==> src/shared/rlf_pkg.sv <==
/*
 Constants and types for the redundant link pair failover controller.
 Assumes one 10 MHz clock domain for every user of the package.
 */
// Operation
// - After reset the primary link becomes active once it shows no failure.
// - After reset the secondary link is held inactive in standby.
// - Both master links are never enabled in the same cycle.
// - The primary link status is watched every cycle while it is in use; the code samples it only in cycles with ce high.
// - On a primary failure the primary is disabled before the secondary.
// - The switchover finishes well inside 10 ms of failure detection.
// - A repaired primary stays off until the secondary fails or reboot.
// - The state of both links is kept on outputs for management.
// - Each link state transition increments a management counter; the code adds only one when both links change in the same cycle.
// - With a nonresponder partner only local failures cause switchover.
// - Link loss, collisions, long collision, jabber or fault mean failure.
package rlf_pkg;
   localparam int CLK_HZ       = 10_000_000;
   // Gap between disabling one port and enabling the other
   localparam int GAP_US       = 4000;
   localparam int GAP_CYC      = (GAP_US * (CLK_HZ / 1_000_000));
   localparam int MAX_US       = 10000;
   localparam int MAX_CYC      = (MAX_US * (CLK_HZ / 1_000_000));
   localparam int GAP_W        = 16;
   localparam int CNT_W        = 16;
   localparam logic [GAP_W-1:0] GAP_LAST = GAP_W'(GAP_CYC - 1);
   localparam logic [CNT_W-1:0] CNT_ONE  = CNT_W'(1);
   localparam int NFAULT       = 5;

   typedef enum logic [2:0] {
      RLF_INIT, RLF_PRI, RLF_TO_SEC, RLF_SEC, RLF_TO_PRI, RLF_NONE
   } rlf_state_type;
endpackage

==> src/rtl/rlf_link_failover_controller.sv <==
/*
 Failover controller: keeps at most one of two master ports enabled.
 Assumes fault inputs are raw pins; responder straps are static levels.
 */
`timescale 1ns/10ps
module rlf_link_failover_controller (
   // Clock, reset, enable
   input  wire logic                        clk,
   input  wire logic                        rstn,
   input  wire logic                        ce,
   // Primary port faults: link loss, coll count, long coll, jabber, mau
   input  wire logic [rlf_pkg::NFAULT-1:0]  pri_fault,
   input  wire logic                        pri_remote_fail,
   input  wire logic                        pri_responder,
   // Secondary port faults, same five causes as the primary
   input  wire logic [rlf_pkg::NFAULT-1:0]  sec_fault,
   input  wire logic                        sec_remote_fail,
   input  wire logic                        sec_responder,
   // Port enables
   output logic                             pri_enable,
   output logic                             sec_enable,
   // Management status
   output logic                             pri_failed,
   output logic                             sec_failed,
   output rlf_pkg::rlf_state_type           link_state,
   output logic [rlf_pkg::CNT_W-1:0]        transition_count,
   output logic                             switch_event
);
   import rlf_pkg::*;

   logic pri_fail, sec_fail;
   rlf_state_type    st_r, st_nxt;
   logic [GAP_W-1:0] gap_r, gap_nxt;
   logic [CNT_W-1:0] cnt_r, cnt_nxt;
   logic             pen_r, pen_nxt, sen_r, sen_nxt, ev_r, ev_nxt;
   logic             pf_r, pf_nxt, sf_r, sf_nxt;

   rlf_fault_sync u_pri (
      .clk        (clk),
      .rstn       (rstn),
      .ce         (ce),
      .fault_pins (pri_fault),
      .remote_fail(pri_remote_fail),
      .responder  (pri_responder),
      .fail       (pri_fail)
   );

   rlf_fault_sync u_sec (
      .clk        (clk),
      .rstn       (rstn),
      .ce         (ce),
      .fault_pins (sec_fault),
      .remote_fail(sec_remote_fail),
      .responder  (sec_responder),
      .fail       (sec_fail)
   );

   always_comb begin
      st_nxt  = st_r;
      gap_nxt = gap_r;
      cnt_nxt = cnt_r;
      ev_nxt  = 1'b0;
      pf_nxt  = pf_r;
      sf_nxt  = sf_r;
      if (ce) begin
         pf_nxt = pri_fail;
         sf_nxt = sec_fail;
         // count link state changes, one step per ce cycle even when both links change in it
         // Start-up settling of the synchronisers is not a transition
         if ((st_r != RLF_INIT)
             && ((pri_fail != pf_r) || (sec_fail != sf_r))) begin
            cnt_nxt = cnt_r + CNT_ONE;
         end
         case (st_r)
            // primary goes live only if healthy
            RLF_INIT: begin
               if (!pri_fail) begin
                  st_nxt = RLF_PRI;
                  ev_nxt = 1'b1;
               end else if (!sec_fail) begin
                  st_nxt  = RLF_TO_SEC;
                  gap_nxt = '0;
               end
            end
            RLF_PRI: begin
               if (pri_fail) begin
                  st_nxt  = RLF_TO_SEC;
                  gap_nxt = '0;
               end
            end
            // fixed gap, well inside the limit
            // primary already off, wait then enable secondary
            RLF_TO_SEC: begin
               if (gap_r == GAP_LAST) begin
                  st_nxt = sec_fail ? RLF_NONE : RLF_SEC;
                  ev_nxt = !sec_fail;
               end else begin
                  gap_nxt = gap_r + GAP_W'(1);
               end
            end
            // return only when the secondary fails
            RLF_SEC: begin
               if (sec_fail) begin
                  st_nxt  = RLF_TO_PRI;
                  gap_nxt = '0;
               end
            end
            RLF_TO_PRI: begin
               if (gap_r == GAP_LAST) begin
                  st_nxt = pri_fail ? RLF_NONE : RLF_PRI;
                  ev_nxt = !pri_fail;
               end else begin
                  gap_nxt = gap_r + GAP_W'(1);
               end
            end
            // Both failed: wait for either to recover, primary first
            RLF_NONE: begin
               if (!pri_fail) begin
                  st_nxt  = RLF_TO_PRI;
                  gap_nxt = GAP_LAST;
               end else if (!sec_fail) begin
                  st_nxt  = RLF_TO_SEC;
                  gap_nxt = GAP_LAST;
               end
            end
            default: st_nxt = RLF_INIT;
         endcase
      end
   end

   // enables decoded from one state, never both set
   // secondary off except in its own state
   always_comb begin
      pen_nxt = (st_nxt == RLF_PRI);
      sen_nxt = (st_nxt == RLF_SEC);
   end

   always_ff @(posedge clk) begin
      if (!rstn) begin
         st_r  <= RLF_INIT;
         gap_r <= '0;
         cnt_r <= '0;
         pen_r <= 1'b0;
         sen_r <= 1'b0;
         ev_r  <= 1'b0;
         // Failed until the synchronisers hold real pin values
         pf_r  <= 1'b1;
         sf_r  <= 1'b1;
      end else begin
         st_r  <= st_nxt;
         gap_r <= gap_nxt;
         cnt_r <= cnt_nxt;
         pen_r <= pen_nxt;
         sen_r <= sen_nxt;
         ev_r  <= ev_nxt;
         pf_r  <= pf_nxt;
         sf_r  <= sf_nxt;
      end
   end

   assign pri_enable       = pen_r;
   assign sec_enable       = sen_r;
   assign pri_failed       = pf_r;
   assign sec_failed       = sf_r;
   assign link_state       = st_r;
   assign transition_count = cnt_r;
   // pulse on each change of active link
   assign switch_event     = ev_r;

   // Assertion helper: ce-cycles spent in the switchover gap,
   // kept apart from gap_r so that a broken gap counter is caught
   int unsigned sw_cyc_r, sw_cyc_nxt;

   always_comb begin
      sw_cyc_nxt = sw_cyc_r;
      if (st_r != RLF_TO_SEC) begin
         sw_cyc_nxt = '0;
      end else if (ce) begin
         sw_cyc_nxt = sw_cyc_r + 32'h1;
      end
   end

   always_ff @(posedge clk) begin
      if (!rstn) begin
         sw_cyc_r <= '0;
      end else begin
         sw_cyc_r <= sw_cyc_nxt;
      end
   end
endmodule

==> src/rtl/rlf_fault_sync.sv <==
/*
 Two-flop synchroniser and fault merge for one master port.
 Assumes fault pins and the responder strap arrive asynchronous to clk.
 */
`timescale 1ns/10ps
module rlf_fault_sync (
   // Clock, reset, enable
   input  wire logic                       clk,
   input  wire logic                       rstn,
   input  wire logic                       ce,
   // Raw fault pins
   input  wire logic [rlf_pkg::NFAULT-1:0] fault_pins,
   input  wire logic                       remote_fail,
   input  wire logic                       responder,
   // Merged failure
   output logic                            fail
);
   import rlf_pkg::*;
   logic [NFAULT+1:0] s1_r, s1_nxt, s2_r, s2_nxt;

   always_comb begin
      s1_nxt = s1_r;
      s2_nxt = s2_r;
      if (ce) begin
         s1_nxt = {responder, remote_fail, fault_pins};
         s2_nxt = s1_r;
      end
   end

   always_ff @(posedge clk) begin
      if (!rstn) begin
         // Assume failure until the pins have been sampled twice
         s1_r <= '1;
         s2_r <= '1;
      end else begin
         s1_r <= s1_nxt;
         s2_r <= s2_nxt;
      end
   end

   // any local cause is a failure
   // remote report only counted with a responder
   assign fail = (|s2_r[NFAULT-1:0]) | (s2_r[NFAULT] & s2_r[NFAULT+1]);
endmodule

==> config.mk <==
export PLATFORM = sky130hd
export DESIGN_NAME = rlf_link_failover_controller
export DESIGN_NICKNAME = d
export VERILOG_FILES = /design/src/shared/rlf_pkg.sv /design/src/rtl/rlf_link_failover_controller.sv /design/src/rtl/rlf_fault_sync.sv
export SDC_FILE = /design/constraint.sdc
export NUM_CORES = 1
export LEC_CHECK = 0
export BUFFER_PORTS_ARGS = -buffer_cell sky130_fd_sc_hd__buf_2
export CAP_MARGIN = 0
export CORE_MARGIN = 3
export CORE_UTILIZATION = 40
export CTS_BUF_LIST = sky130_fd_sc_hd__clkbuf_4 sky130_fd_sc_hd__clkbuf_8 sky130_fd_sc_hd__clkbuf_16
export DETAILED_ROUTE_END_ITERATION = 16
export PLACE_DENSITY = 0.66
export SYNTH_ARGS = -nofsm -noshare
export SYNTH_HDL_FRONTEND = slang
export SYNTH_SLANG_ARGS = --single-unit
==> constraint.sdc <==
create_clock -name clk -period 3.7 [get_ports clk]
set_input_delay 0.925 -clock clk [delete_from_list [all_inputs] [get_ports clk]]
set_output_delay 0.925 -clock clk [all_outputs]
set_load 0.005 [all_outputs]
## Word-level counts from Yosys, hierarchy flattened

Index checks and enable logic that the tools add are counted.

| storage, ports and cells | value |
|---|---|
| register bits after elaboration | 68 |
| input port bits | 17 |
| output and inout port bits | 24 |
| logic and storage cells | 70 |

| operators by class | value |
|---|---|
| add/sub/neg operators | 2 |
| eq/ne operators | 16 |
| multiplexer cells | 23 |
| bitwise operators | 4 |
| reductions and logical operators | 13 |

Operators with widths:

| cell | count |
|---|---|
| 16-bit two-way mux | 7 |
| 16-bit one-hot mux with 5 select lines | 1 |
| 16-bit by 1-bit adder with 16-bit output (second input constant) | 2 |
| 3-bit two-way mux | 10 |
| 3-bit one-hot mux with 6 select lines | 1 |
| 16-bit equality test (second input constant) | 1 |
| 2-bit != test (second input constant) | 5 |
| 5-bit OR reduction | 2 |
| 3-bit by 2-bit equality test with 1-bit output (second input constant) | 3 |
| 8-bit AND reduction | 1 |
| 3-bit by 1-bit equality test with 1-bit output (second input constant) | 2 |
| 3-bit equality test (second input constant) | 2 |
| 5-bit nonzero test | 1 |
| 2-bit AND reduction | 2 |
| 3-bit logical NOT | 1 |
| 1-bit two-way mux | 3 |
| 3-bit != test (second input constant) | 1 |
| 1-bit one-hot mux with 3 select lines | 1 |
| 3-bit nonzero test | 1 |
| 1-bit AND | 2 |
| 1-bit logical NOT | 2 |
| 1-bit != test | 2 |
| 1-bit bitwise OR | 2 |
| 2-bit OR reduction | 1 |
| other kinds (2) | 2 |

## Longest topological paths before layout

Gate-level depths: netlist (run 1).

| logic depth | value |
|---|---|
| depth in word-level cells | 7 |
| mapped depth | 7 |
| gate-level depth less buffers | 6 |

## Hierarchy

From an unflattened synthesis (run 1), not the netlist that was laid out.

| second synthesis, totals | value |
|---|---|
| cell total of the unflattened synthesis | 371 |
| area, all modules | 3299.4 um2 |

By module, submodules not included:

| module | times used | cells an instance | area an instance (um2) | sequential area each (um2) |
|---|---|---|---|---|
| rlf_link_failover_controller | 1 | 275 | 2253.4 | 800.8 |
| rlf_fault_sync | 2 | 48 | 523.0 | 280.3 |

## Least setup slack after synthesis (run 1)

No wires, ideal clock.

| timing path | value |
|---|---|
| path kind | input-to-reg |
| start | input port ce |
| end | register gap_r[13] |
| setup time | 0.135 ns |
| arrival | 2.186 ns |
| slack | 1.379 ns |
| cell stages on the path | 6 |
| cell sequence | buf_2 -> a21boi_0 -> o211ai_4 -> buf_6 -> o311ai_0 -> o41ai_1 |

| on the way | value |
|---|---|
| cells in the longest elaborated chain, start to end | 1 |

RTL lines:

| item | line | source |
|---|---|---|
| from (decl) | rlf_link_failover_controller.sv:10 | `input wire logic ce,` |
| 8-bit AND reduction (no source line) | -- |  |
| to (signal assigned) | rlf_link_failover_controller.sv:151 | `gap_r <= gap_nxt;` |
| to (decl) | rlf_link_failover_controller.sv:33 | `logic [GAP_W-1:0] gap_r, gap_nxt;` |

Every way passes these cells.
A chain may end at the register's enable or synchronous reset.

## Final worst setup path (run 1)

| timing path | value |
|---|---|
| start | register st_r[2] (netlist: link_state[2]) |
| end | register gap_r[9] |

| on the way | value |
|---|---|
| cells in the longest elaborated chain, start to end | 4 |
| elaborated cells between the ends (all ways) | 16 |
| those cells by class | 11 x eq/ne; 1 x mux; 4 x reduce/logical |

RTL lines:

| item | line | source |
|---|---|---|
| from (decl) | rlf_link_failover_controller.sv:32 | `rlf_state_type st_r, st_nxt;` |
| from (signal assigned) | rlf_link_failover_controller.sv:150 | `st_r <= st_nxt;` |
| 3-bit equality test or 3-bit by 2-bit equality test with 1-bit output (tied branches) | rlf_link_failover_controller.sv:74 | `case (st_r)` |
| 2-bit OR reduction (no source line) | -- |  |
| 5-bit nonzero test (no source line) or 2-bit != test (tied branches) | -- |  |
| 8-bit AND reduction (no source line) | -- |  |

Parallel ways exist; a longest one is shown, timed or not.

==> out/metrics.cfg, run 1 <==
[pwr]
p_leak_nw = 1.473
vdd_drop_max_v = 0.0002638
powerDensity_nw_per_um2 = 372.5
p_total_mw = 1.424

[critical_path]
slowest_stage = a21o_1
crit_chain = nand2b_1 -> a21o_1 -> o211a_1 -> nand3_1 -> o41ai_1
reg2reg_to = gap_r[9]
crit_arrival_ns = 2.71
r2r_setup_slack_ns = 1.23
cp-endpoint = gap_r[9]
r2r_cells = 5
critPathCaptureType = register
critical_path_class = register to register
critPathMaxStageDelay_ns = 0.66
cp_max_fo = 24
reg2reg_from = link_state[2]
start_kind = register
cp-startpoint = link_state[2]
required_ns = 3.94

[drt]
vias = 2980
post_drt_wl_per_cell_um = 14.74
final_antenna_net_count = 0
first_iter_violations = 199
drc_errors = 0
drt_wl_total_mm = 7.664
via_per_inst = 5.731
drt_first_pass_iters = 4

[layout]
nets = 432
regArea_sq_um = 1361
fin_area_sq_um = 3822
multi_input_area_sq_um = 1863
syn_to_final_growth_pct = 13.78
diodes = 0
final_util = 0.4822
final-instance-count-excl-fill = 520
drive_gt1_frac = 0.1842
nFillCells = 786

[floorplan]
coreArea_sq_um = 7928
die_h_um = 97.65
rows = 32
start_util = 0.4238
ios = 41
die_area_sq_um = 9535
fp.dieW_um = 97.65

[logic_synthesis]
ys.warnings.count = 0
synth.distinct_cells = 55
seq_area_frac_synth = 0.4052
syn_nets = 396
synth_area_leader_cell = dfxtp_1
netlist_area_sq_um = 3359
yosysMostFrequentCell = dfxtp_1
synthTopCellsByCount = 68 x dfxtp_1, 52 x nand2_1, 32 x mux2i_1
synth-seq-cells = 68
synth_edf_count = 0
synth_top_area_frac = 0.4052
ys_top_cells_by_area = dfxtp_1 41%, mux2i_1 9.5%, nand2_1 5.8%, a21oi_1 3.7%, o31ai_1 2.9%
synth_area_per_cell_sq_um = 8.911
ys.flop_type = dfxtp_1
async_reset_ff_frac = 0
synthCells = 377

[grt]
grt_max_degree = 32
grt_pass1_vias = 2778
antenna_found_initial = 0
overflow = 0
grt_pass1_wl_mm = 13.00
grt_usage = 0.1622

[sta]
setup_viol = 0
final.min_clock_period_ns = 2.469
tns_ns = 0
finalHoldViolCount = 0
finalClockSkew_ns = 0.01423
slew_viol_final = 0
slew_headroom = 0.4344
fmax_ghz = 0.4050
worst_slew_pin_slew_ns = 0.8407
rsz0062_at_grt = no
period_share = 0.6673

[place]
placed_area_sq_um = 3627
gp_congestion = 0.8643
hpwl_mm = 5.275
portBuffers = 40
placed_cells = 504

[clock_network]
cts_tree = built
cts_setup_buffers = 0
htree_levels = 3
cts.sinks = 68
clockRootBuffer = clkbuf_8
insertion_delay_ns = 0.35
postCtsHoldBufs = 0
clk_pin_slew_ns = 0.08
ctsResizeCount = 0
numCtsBuffers = 9
clk_path_buf_depth = 2

[min_path]
hp-class = register to register

[run]
maxCapViolations = 0

[status]
status = finished clean

flip-flops by register name, indices dropped and copies added, names as in the netlist, 3 cells and up:
signal	flops
gap_r	16
u_sec.s2_r	7
u_pri.s1_r	7
transition_count	16
link_state	3
u_sec.s1_r	7
u_pri.s2_r	7
placed cells by master (no fill, tap or decap), types with 8 or more instances in the layout:
cell type,synthesis,layout
dfxtp_1,68,68
a21oi_1,25,25
nor3_1,10,10
inv_1,9,9
o31ai_1,13,13
o311ai_0,8,8
clkbuf_8,0,9
o21ai_0,14,14
mux2i_1,32,32
nor2_1,16,16
nand4_1,10,10
nand2_1,52,52
nand3_1,15,15
buf_2,6,40
worst min-delay path by stage:
stage,startpoint,to,slack (ns),depth (start not counted)
6_report,transition_count[15],transition_count[15],0.47,2
5_1_grt,u_pri.s1_r[1],u_pri.s1_r[1],0.51,2
4_1_cts,transition_count[15],transition_count[15],0.47,2
3_5_place_dp,u_sec.s1_r[5],u_sec.s1_r[5],0.46,2
3_3_place_gp,transition_count[15],transition_count[15],0.45,2
2_1_floorplan,u_pri.s1_r[0],u_pri.s1_r[0],0.44,2
power breakdown:
group	internal, mW	switching, mW
combinational	0.0286	0.0361
clock	0.318	0.283
sequential	0.747	0.0103
cell families after synthesis:
kind of cell | after synthesis | share of synthesized area
flops | 68 | 0.4052
simple gates | 146 | 0.2395
xor+xnor | 1 | 0.002608
compound gates | 98 | 0.2097
mux | 32 | 0.09535
fa+ha+maj | 2 | 0.007448
buf+inv | 30 | 0.04022
per-layer routing:
| metal | track usage | part of all wire | up-vias | wire (um) |
|---|---|---|---|---|
| met2 | 0.2530 | 0.46 | 69 | 3543 |
| li1 | - | - | 1509 | - |
| met4 | 0.04579 | 0.013 | 0 | 96 |
| met3 | 0.04882 | 0.048 | 11 | 369 |
| met5 | 0 | 0 | - | 0 |
| met1 | 0.2174 | 0.48 | 1391 | 3654 |
layout make-up:
| class | instances | area share |
|---|---|---|
| clock inverters | 6 | 0.01669 |
| clock buffers | 10 | 0.03437 |
| repair buffers | 45 | 0.06219 |
| well taps | 102 | 0.03339 |
| inverters | 10 | 0.009820 |
| multi-input cells | 279 | 0.4874 |
| flip-flops and latches | 68 | 0.3561 |
metrics by stage:
stage	setup WS, ns	hold WS, ns
floorplan	1.379	0.4413
global placement	1.190	0.4540
detailed placement	1.086	0.4622
CTS	1.245	0.4723
global route	1.068	0.5080
finish	1.231	0.4709
critical path: cells and delay by family (launching register included):
| family | cells | cell delay, ns |
|---|---|---|
| flops | 1 | 0.51 |
| simple gates | 2 | 0.47 |
| compound gates | 3 | 1.39 |
Note: power is estimated with default switching activity, not from simulation.
==> run 2: changes to the inputs <==
==> constraint.sdc (replaced) <==
create_clock -name clk -period 2.5 [get_ports clk]
set_input_delay 0.625 -clock clk [delete_from_list [all_inputs] [get_ports clk]]
set_output_delay 0.625 -clock clk [all_outputs]
set_load 0.005 [all_outputs]
==> out/metrics.cfg, run 2 (synthesized netlist as in run 1, its figures left out) <==
[status]
status = finished clean

[layout]
nFillCells = 785
final_common_cell = dfxtp_1
nets = 437
multi_input_area_sq_um = 1863
diodes = 0
regArea_sq_um = 1361
drive_gt1_frac = 0.1939
syn_to_final_growth_pct = 14.38
final_cell_mix = 68 x dfxtp_1, 52 x nand2_1, 40 x buf_2

[place]
hpwl_mm = 5.318
post-place-ws_ns = 0.3517
portBuffers = 40
gp_congestion = 0.8332

[sta]
slew_headroom = 0.6624
fmax_ghz = 0.4604
period_share = 0.8688
finalClockSkew_ns = 0.01407
fin_ws_ns = 0.3280
worst_slew_pin_slew_ns = 0.5022
setup_viol = 0
finalHoldViolCount = 0
final.min_clock_period_ns = 2.172
rsz0062_at_grt = no
tns_ns = 0
slew_viol_final = 0

[clock_network]
cts.sinks = 68
postCtsHoldBufs = 0
insertion_delay_ns = 0.34
ctsResizeCount = 0
clockRootBuffer = clkbuf_8
clk_pin_slew_ns = 0.08
clk_path_buf_depth = 2
cts_tree = built
cts_setup_buffers = 0
numCtsBuffers = 9
htree_levels = 3

[grt]
antenna_found_initial = 0
grt_usage = 0.1622
grt_max_degree = 41
grt_pass1_wl_mm = 13.08
overflow = 0
grt_pass1_vias = 2797

[critical_path]
crit_arrival_ns = 2.40
reg2reg_from = gap_r[0]
cp_max_fo = 16
reg2reg_to = gap_r[5]
critical_path_class = register to register
required_ns = 2.73
critPathCaptureType = register
r2r_setup_slack_ns = 0.33
start_kind = register
r2r_cells = 6

[drt]
drt_first_pass_iters = 4
drc_errors = 0
vias = 3083
final_antenna_net_count = 0
first_iter_violations = 227
drt_wl_total_mm = 7.782
via_per_inst = 5.872
post_drt_wl_per_cell_um = 14.82

[floorplan]
die_area_sq_um = 9535
fp.dieW_um = 97.65
start_util = 0.4238
ios = 41
rows = 32
coreArea_sq_um = 7928
die_h_um = 97.65

[pwr]
powerDensity_nw_per_um2 = 526.3
p_leak_nw = 1.492
vdd_drop_max_v = 0.0002718

[min_path]
hold_depth = 2
hold_end = transition_count[15]
min_from = transition_count[15]
hp-class = register to register

[run]
maxCapViolations = 0

## run 2: cell types whose count changed in the layout (fill, tap and decap cells not counted)
cell,previous run,this run
buf_4,5,10
clkinv_4,0,2
bufinv_16,1,0
clkbuf_4,1,0
clkbuf_8,9,10
clkinv_2,2,3
clkinvlp_4,2,1
inv_6,1,0
## run 2: per-layer routing
metal | track usage | vias up | wire length [um]
met4 | 0.06816 | 0 | 159
met2 | 0.2504 | 99 | 3458
met5 | 0 | - | 0
met3 | 0.03159 | 16 | 426
met1 | 0.2207 | 1452 | 3738
li1 | - | 1516 | -
## run 2: power breakdown
group	internal [mW]	switching, mW
sequential	1.11	0.0152
clock	0.385	0.420
combinational	0.0422	0.0541
## run 2: cell type report
| cell class | instances | share of cell area |
|---|---|---|
| Multi-Input combinational cell | 279 | 0.4849 |
| Sequential cell | 68 | 0.3543 |
| Timing Repair Buffer | 50 | 0.07164 |
| Clock buffer | 10 | 0.03582 |
| Tap cell | 102 | 0.03321 |
| Clock inverter | 6 | 0.01042 |
| Inverter | 10 | 0.009769 |
## run 2: worst max-delay path, cell delays in order (launching register included)
cell      delay [ns]
dfxtp_1         0.42
ha_1            0.25
and3_1          0.29
nand4_2         0.21
o211ai_4        0.51
nor3_1          0.11
o221a_2         0.28
## run 2: worst max path at each step
stage,startpoint,to,slack (ns),depth (start not counted)
2_1_floorplan,ce,gap_r[13],0.48,6
3_3_place_gp,gap_r[0],gap_r[10],0.39,6
3_5_place_dp,gap_r[0],gap_r[5],0.35,6
4_1_cts,gap_r[0],gap_r[5],0.34,6
5_1_grt,gap_r[0],gap_r[10],0.19,6
6_report,gap_r[0],gap_r[5],0.33,6
## run 2: through the flow
step / std cells / total power, mW / area (sq um) / utilization / hold WS (ns)
CTS: 525 / 2.047 / 3842 / 0.4847 / 0.4757
global route: 525 / 2.110 / 3842 / 0.4847 / 0.4934
finish: 525 / 2.022 / 3842 / 0.4847 / 0.4689
floorplan: 377 / 1.211 / 3359 / - / 0.4413
global placement: 509 / 1.241 / 3665 / 0.4623 / 0.4546
detailed placement: 509 / 1.243 / 3665 / 0.4623 / 0.4612
==> run 3: changes to the inputs <==
--- a/config.mk
+++ b/config.mk
@@ -9,7 +9,7 @@
 export CAP_MARGIN = 0
 export CORE_MARGIN = 3
 export CORE_UTILIZATION = 40
-export CTS_BUF_LIST = sky130_fd_sc_hd__clkbuf_4 sky130_fd_sc_hd__clkbuf_8 sky130_fd_sc_hd__clkbuf_16
+export CTS_BUF_LIST = sky130_fd_sc_hd__clkbuf_8
 export DETAILED_ROUTE_END_ITERATION = 16
 export PLACE_DENSITY = 0.66
 export SYNTH_ARGS = -nofsm -noshare
==> constraint.sdc (replaced) <==
create_clock -name clk -period 2.7 [get_ports clk]
set_input_delay 0.675 -clock clk [delete_from_list [all_inputs] [get_ports clk]]
set_output_delay 0.675 -clock clk [all_outputs]
set_load 0.005 [all_outputs]
==> out/metrics.cfg, run 3 (synthesized netlist as in run 1, its figures left out) <==
[layout]
nets = 437
final_cell_mix = 68 x dfxtp_1, 52 x nand2_1, 40 x buf_2
drive_gt1_frac = 0.1919
syn_to_final_growth_pct = 15.75
fin_area_sq_um = 3889
final_common_cell = dfxtp_1
final_util = 0.4905
nFillCells = 761
multi_input_area_sq_um = 1863
regArea_sq_um = 1361
diodes = 0

[clock_network]
postCtsHoldBufs = 0
cts.sinks = 68
insertion_delay_ns = 0.35
clk_path_buf_depth = 2
htree_levels = 3
cts_tree = built
clk_pin_slew_ns = 0.07
clockRootBuffer = clkbuf_8
ctsResizeCount = 0
cts_setup_buffers = 0
numCtsBuffers = 9

[pwr]
switching_power_uw = 438.8
p_leak_nw = 1.513
p_int_mw = 1.628
powerDensity_nw_per_um2 = 531.4
swShare = 0.2123
pwr-share-comb = 0.044
clockPowerShare = 0.454
seqPwrFrac = 0.502
vdd_drop_max_v = 0.0003150

[critical_path]
reg2reg_from = u_sec.s2_r[1]
critical_path_class = register to register
crit_arrival_ns = 2.57
cp_max_fo = 27
required_ns = 2.98
start_kind = register
critPathCaptureType = register
cp-startpoint = u_sec.s2_r[1]

[sta]
rsz0062_at_grt = no
slew_viol_final = 0
finalClockSkew_ns = 0.008351
finalHoldViolCount = 0
period_share = 0.8472
fmax_ghz = 0.4372
slew_headroom = 0.4356
tns_ns = 0
final.min_clock_period_ns = 2.287
worst_slew_pin_slew_ns = 0.8465
setup_viol = 0

[place]
hpwl_mm = 5.402
portBuffers = 40
gp_congestion = 0.8396
placed_area_sq_um = 3665

[drt]
first_iter_violations = 248
final_antenna_net_count = 0
drt_first_pass_iters = 4
via_per_inst = 5.771
post_drt_wl_per_cell_um = 14.89
drc_errors = 0
vias = 3024
drt_wl_total_mm = 7.801

[floorplan]
start_util = 0.4238
ios = 41
die_area_sq_um = 9535
die_h_um = 97.65
coreArea_sq_um = 7928
rows = 32
fp.dieW_um = 97.65

[grt]
grt_max_degree = 31
grt_pass1_vias = 2903
overflow = 0
antenna_found_initial = 0
grt_usage = 0.1687
grt_pass1_wl_mm = 13.55

[status]
status = finished clean

[min_path]
hp-class = register to register
min_from = u_sec.s1_r[3]

[run]
maxCapViolations = 0

[run 3: area by class of cell]
class / count / area share
multi-input cells: 279 / 0.4791
flip-flops and latches: 68 / 0.3501
repair buffers: 50 / 0.07079
clock buffers: 11 / 0.03893
well taps: 102 / 0.03282
clock inverters: 4 / 0.01866
inverters: 10 / 0.009653
[run 3: metrics by stage]
stage	hold slack, ns	instances	power, mW	setup slack (ns)
6_report	0.4719	524	2.067	0.4127
5_1_grt	0.5088	524	2.146	0.1281
4_1_cts	0.4783	524	2.087	0.3750
3_5_place_dp	0.4599	509	1.153	0.2274
3_3_place_gp	0.4504	509	1.149	0.3146
2_1_floorplan	0.4413	377	1.122	0.6289
[run 3: worst paths after layout]
kind	end	slack, ns	depth (start not counted)
setup reg to reg	transition_count[9]	0.41	5
hold reg to reg	u_sec.s2_r[3]	0.47	2
hold / removal	u_sec.s2_r[3]	0.47	2
setup / recovery	transition_count[9]	0.41	5
[run 3: critical path: stages, from the launching register on]
cell,delay [ns]
dfxtp_1,0.32
nor3_1,0.49
nand3_1,0.13
a41o_1,0.52
or4_1,0.60
a21oi_1,0.15
[run 3: power groups by stage]
stage               Combinational, mW  Sequential, mW  Clock, mW
floorplan                      0.0640            1.06          0
global placement               0.0890            1.06          0
detailed placement             0.0916            1.06          0
CTS                            0.0921            1.04      0.957
global route                    0.102            1.04       1.00
finish                         0.0910            1.04      0.938
[run 3: layer usage]
metal / track usage / wire (um) / up-vias
met4: 0.05431 / 102 / 0
met1: 0.2219 / 3641 / 1413
met2: 0.2578 / 3608 / 94
met3: 0.05958 / 449 / 8
li1: - / - / 1509
met5: 0 / 0 / -
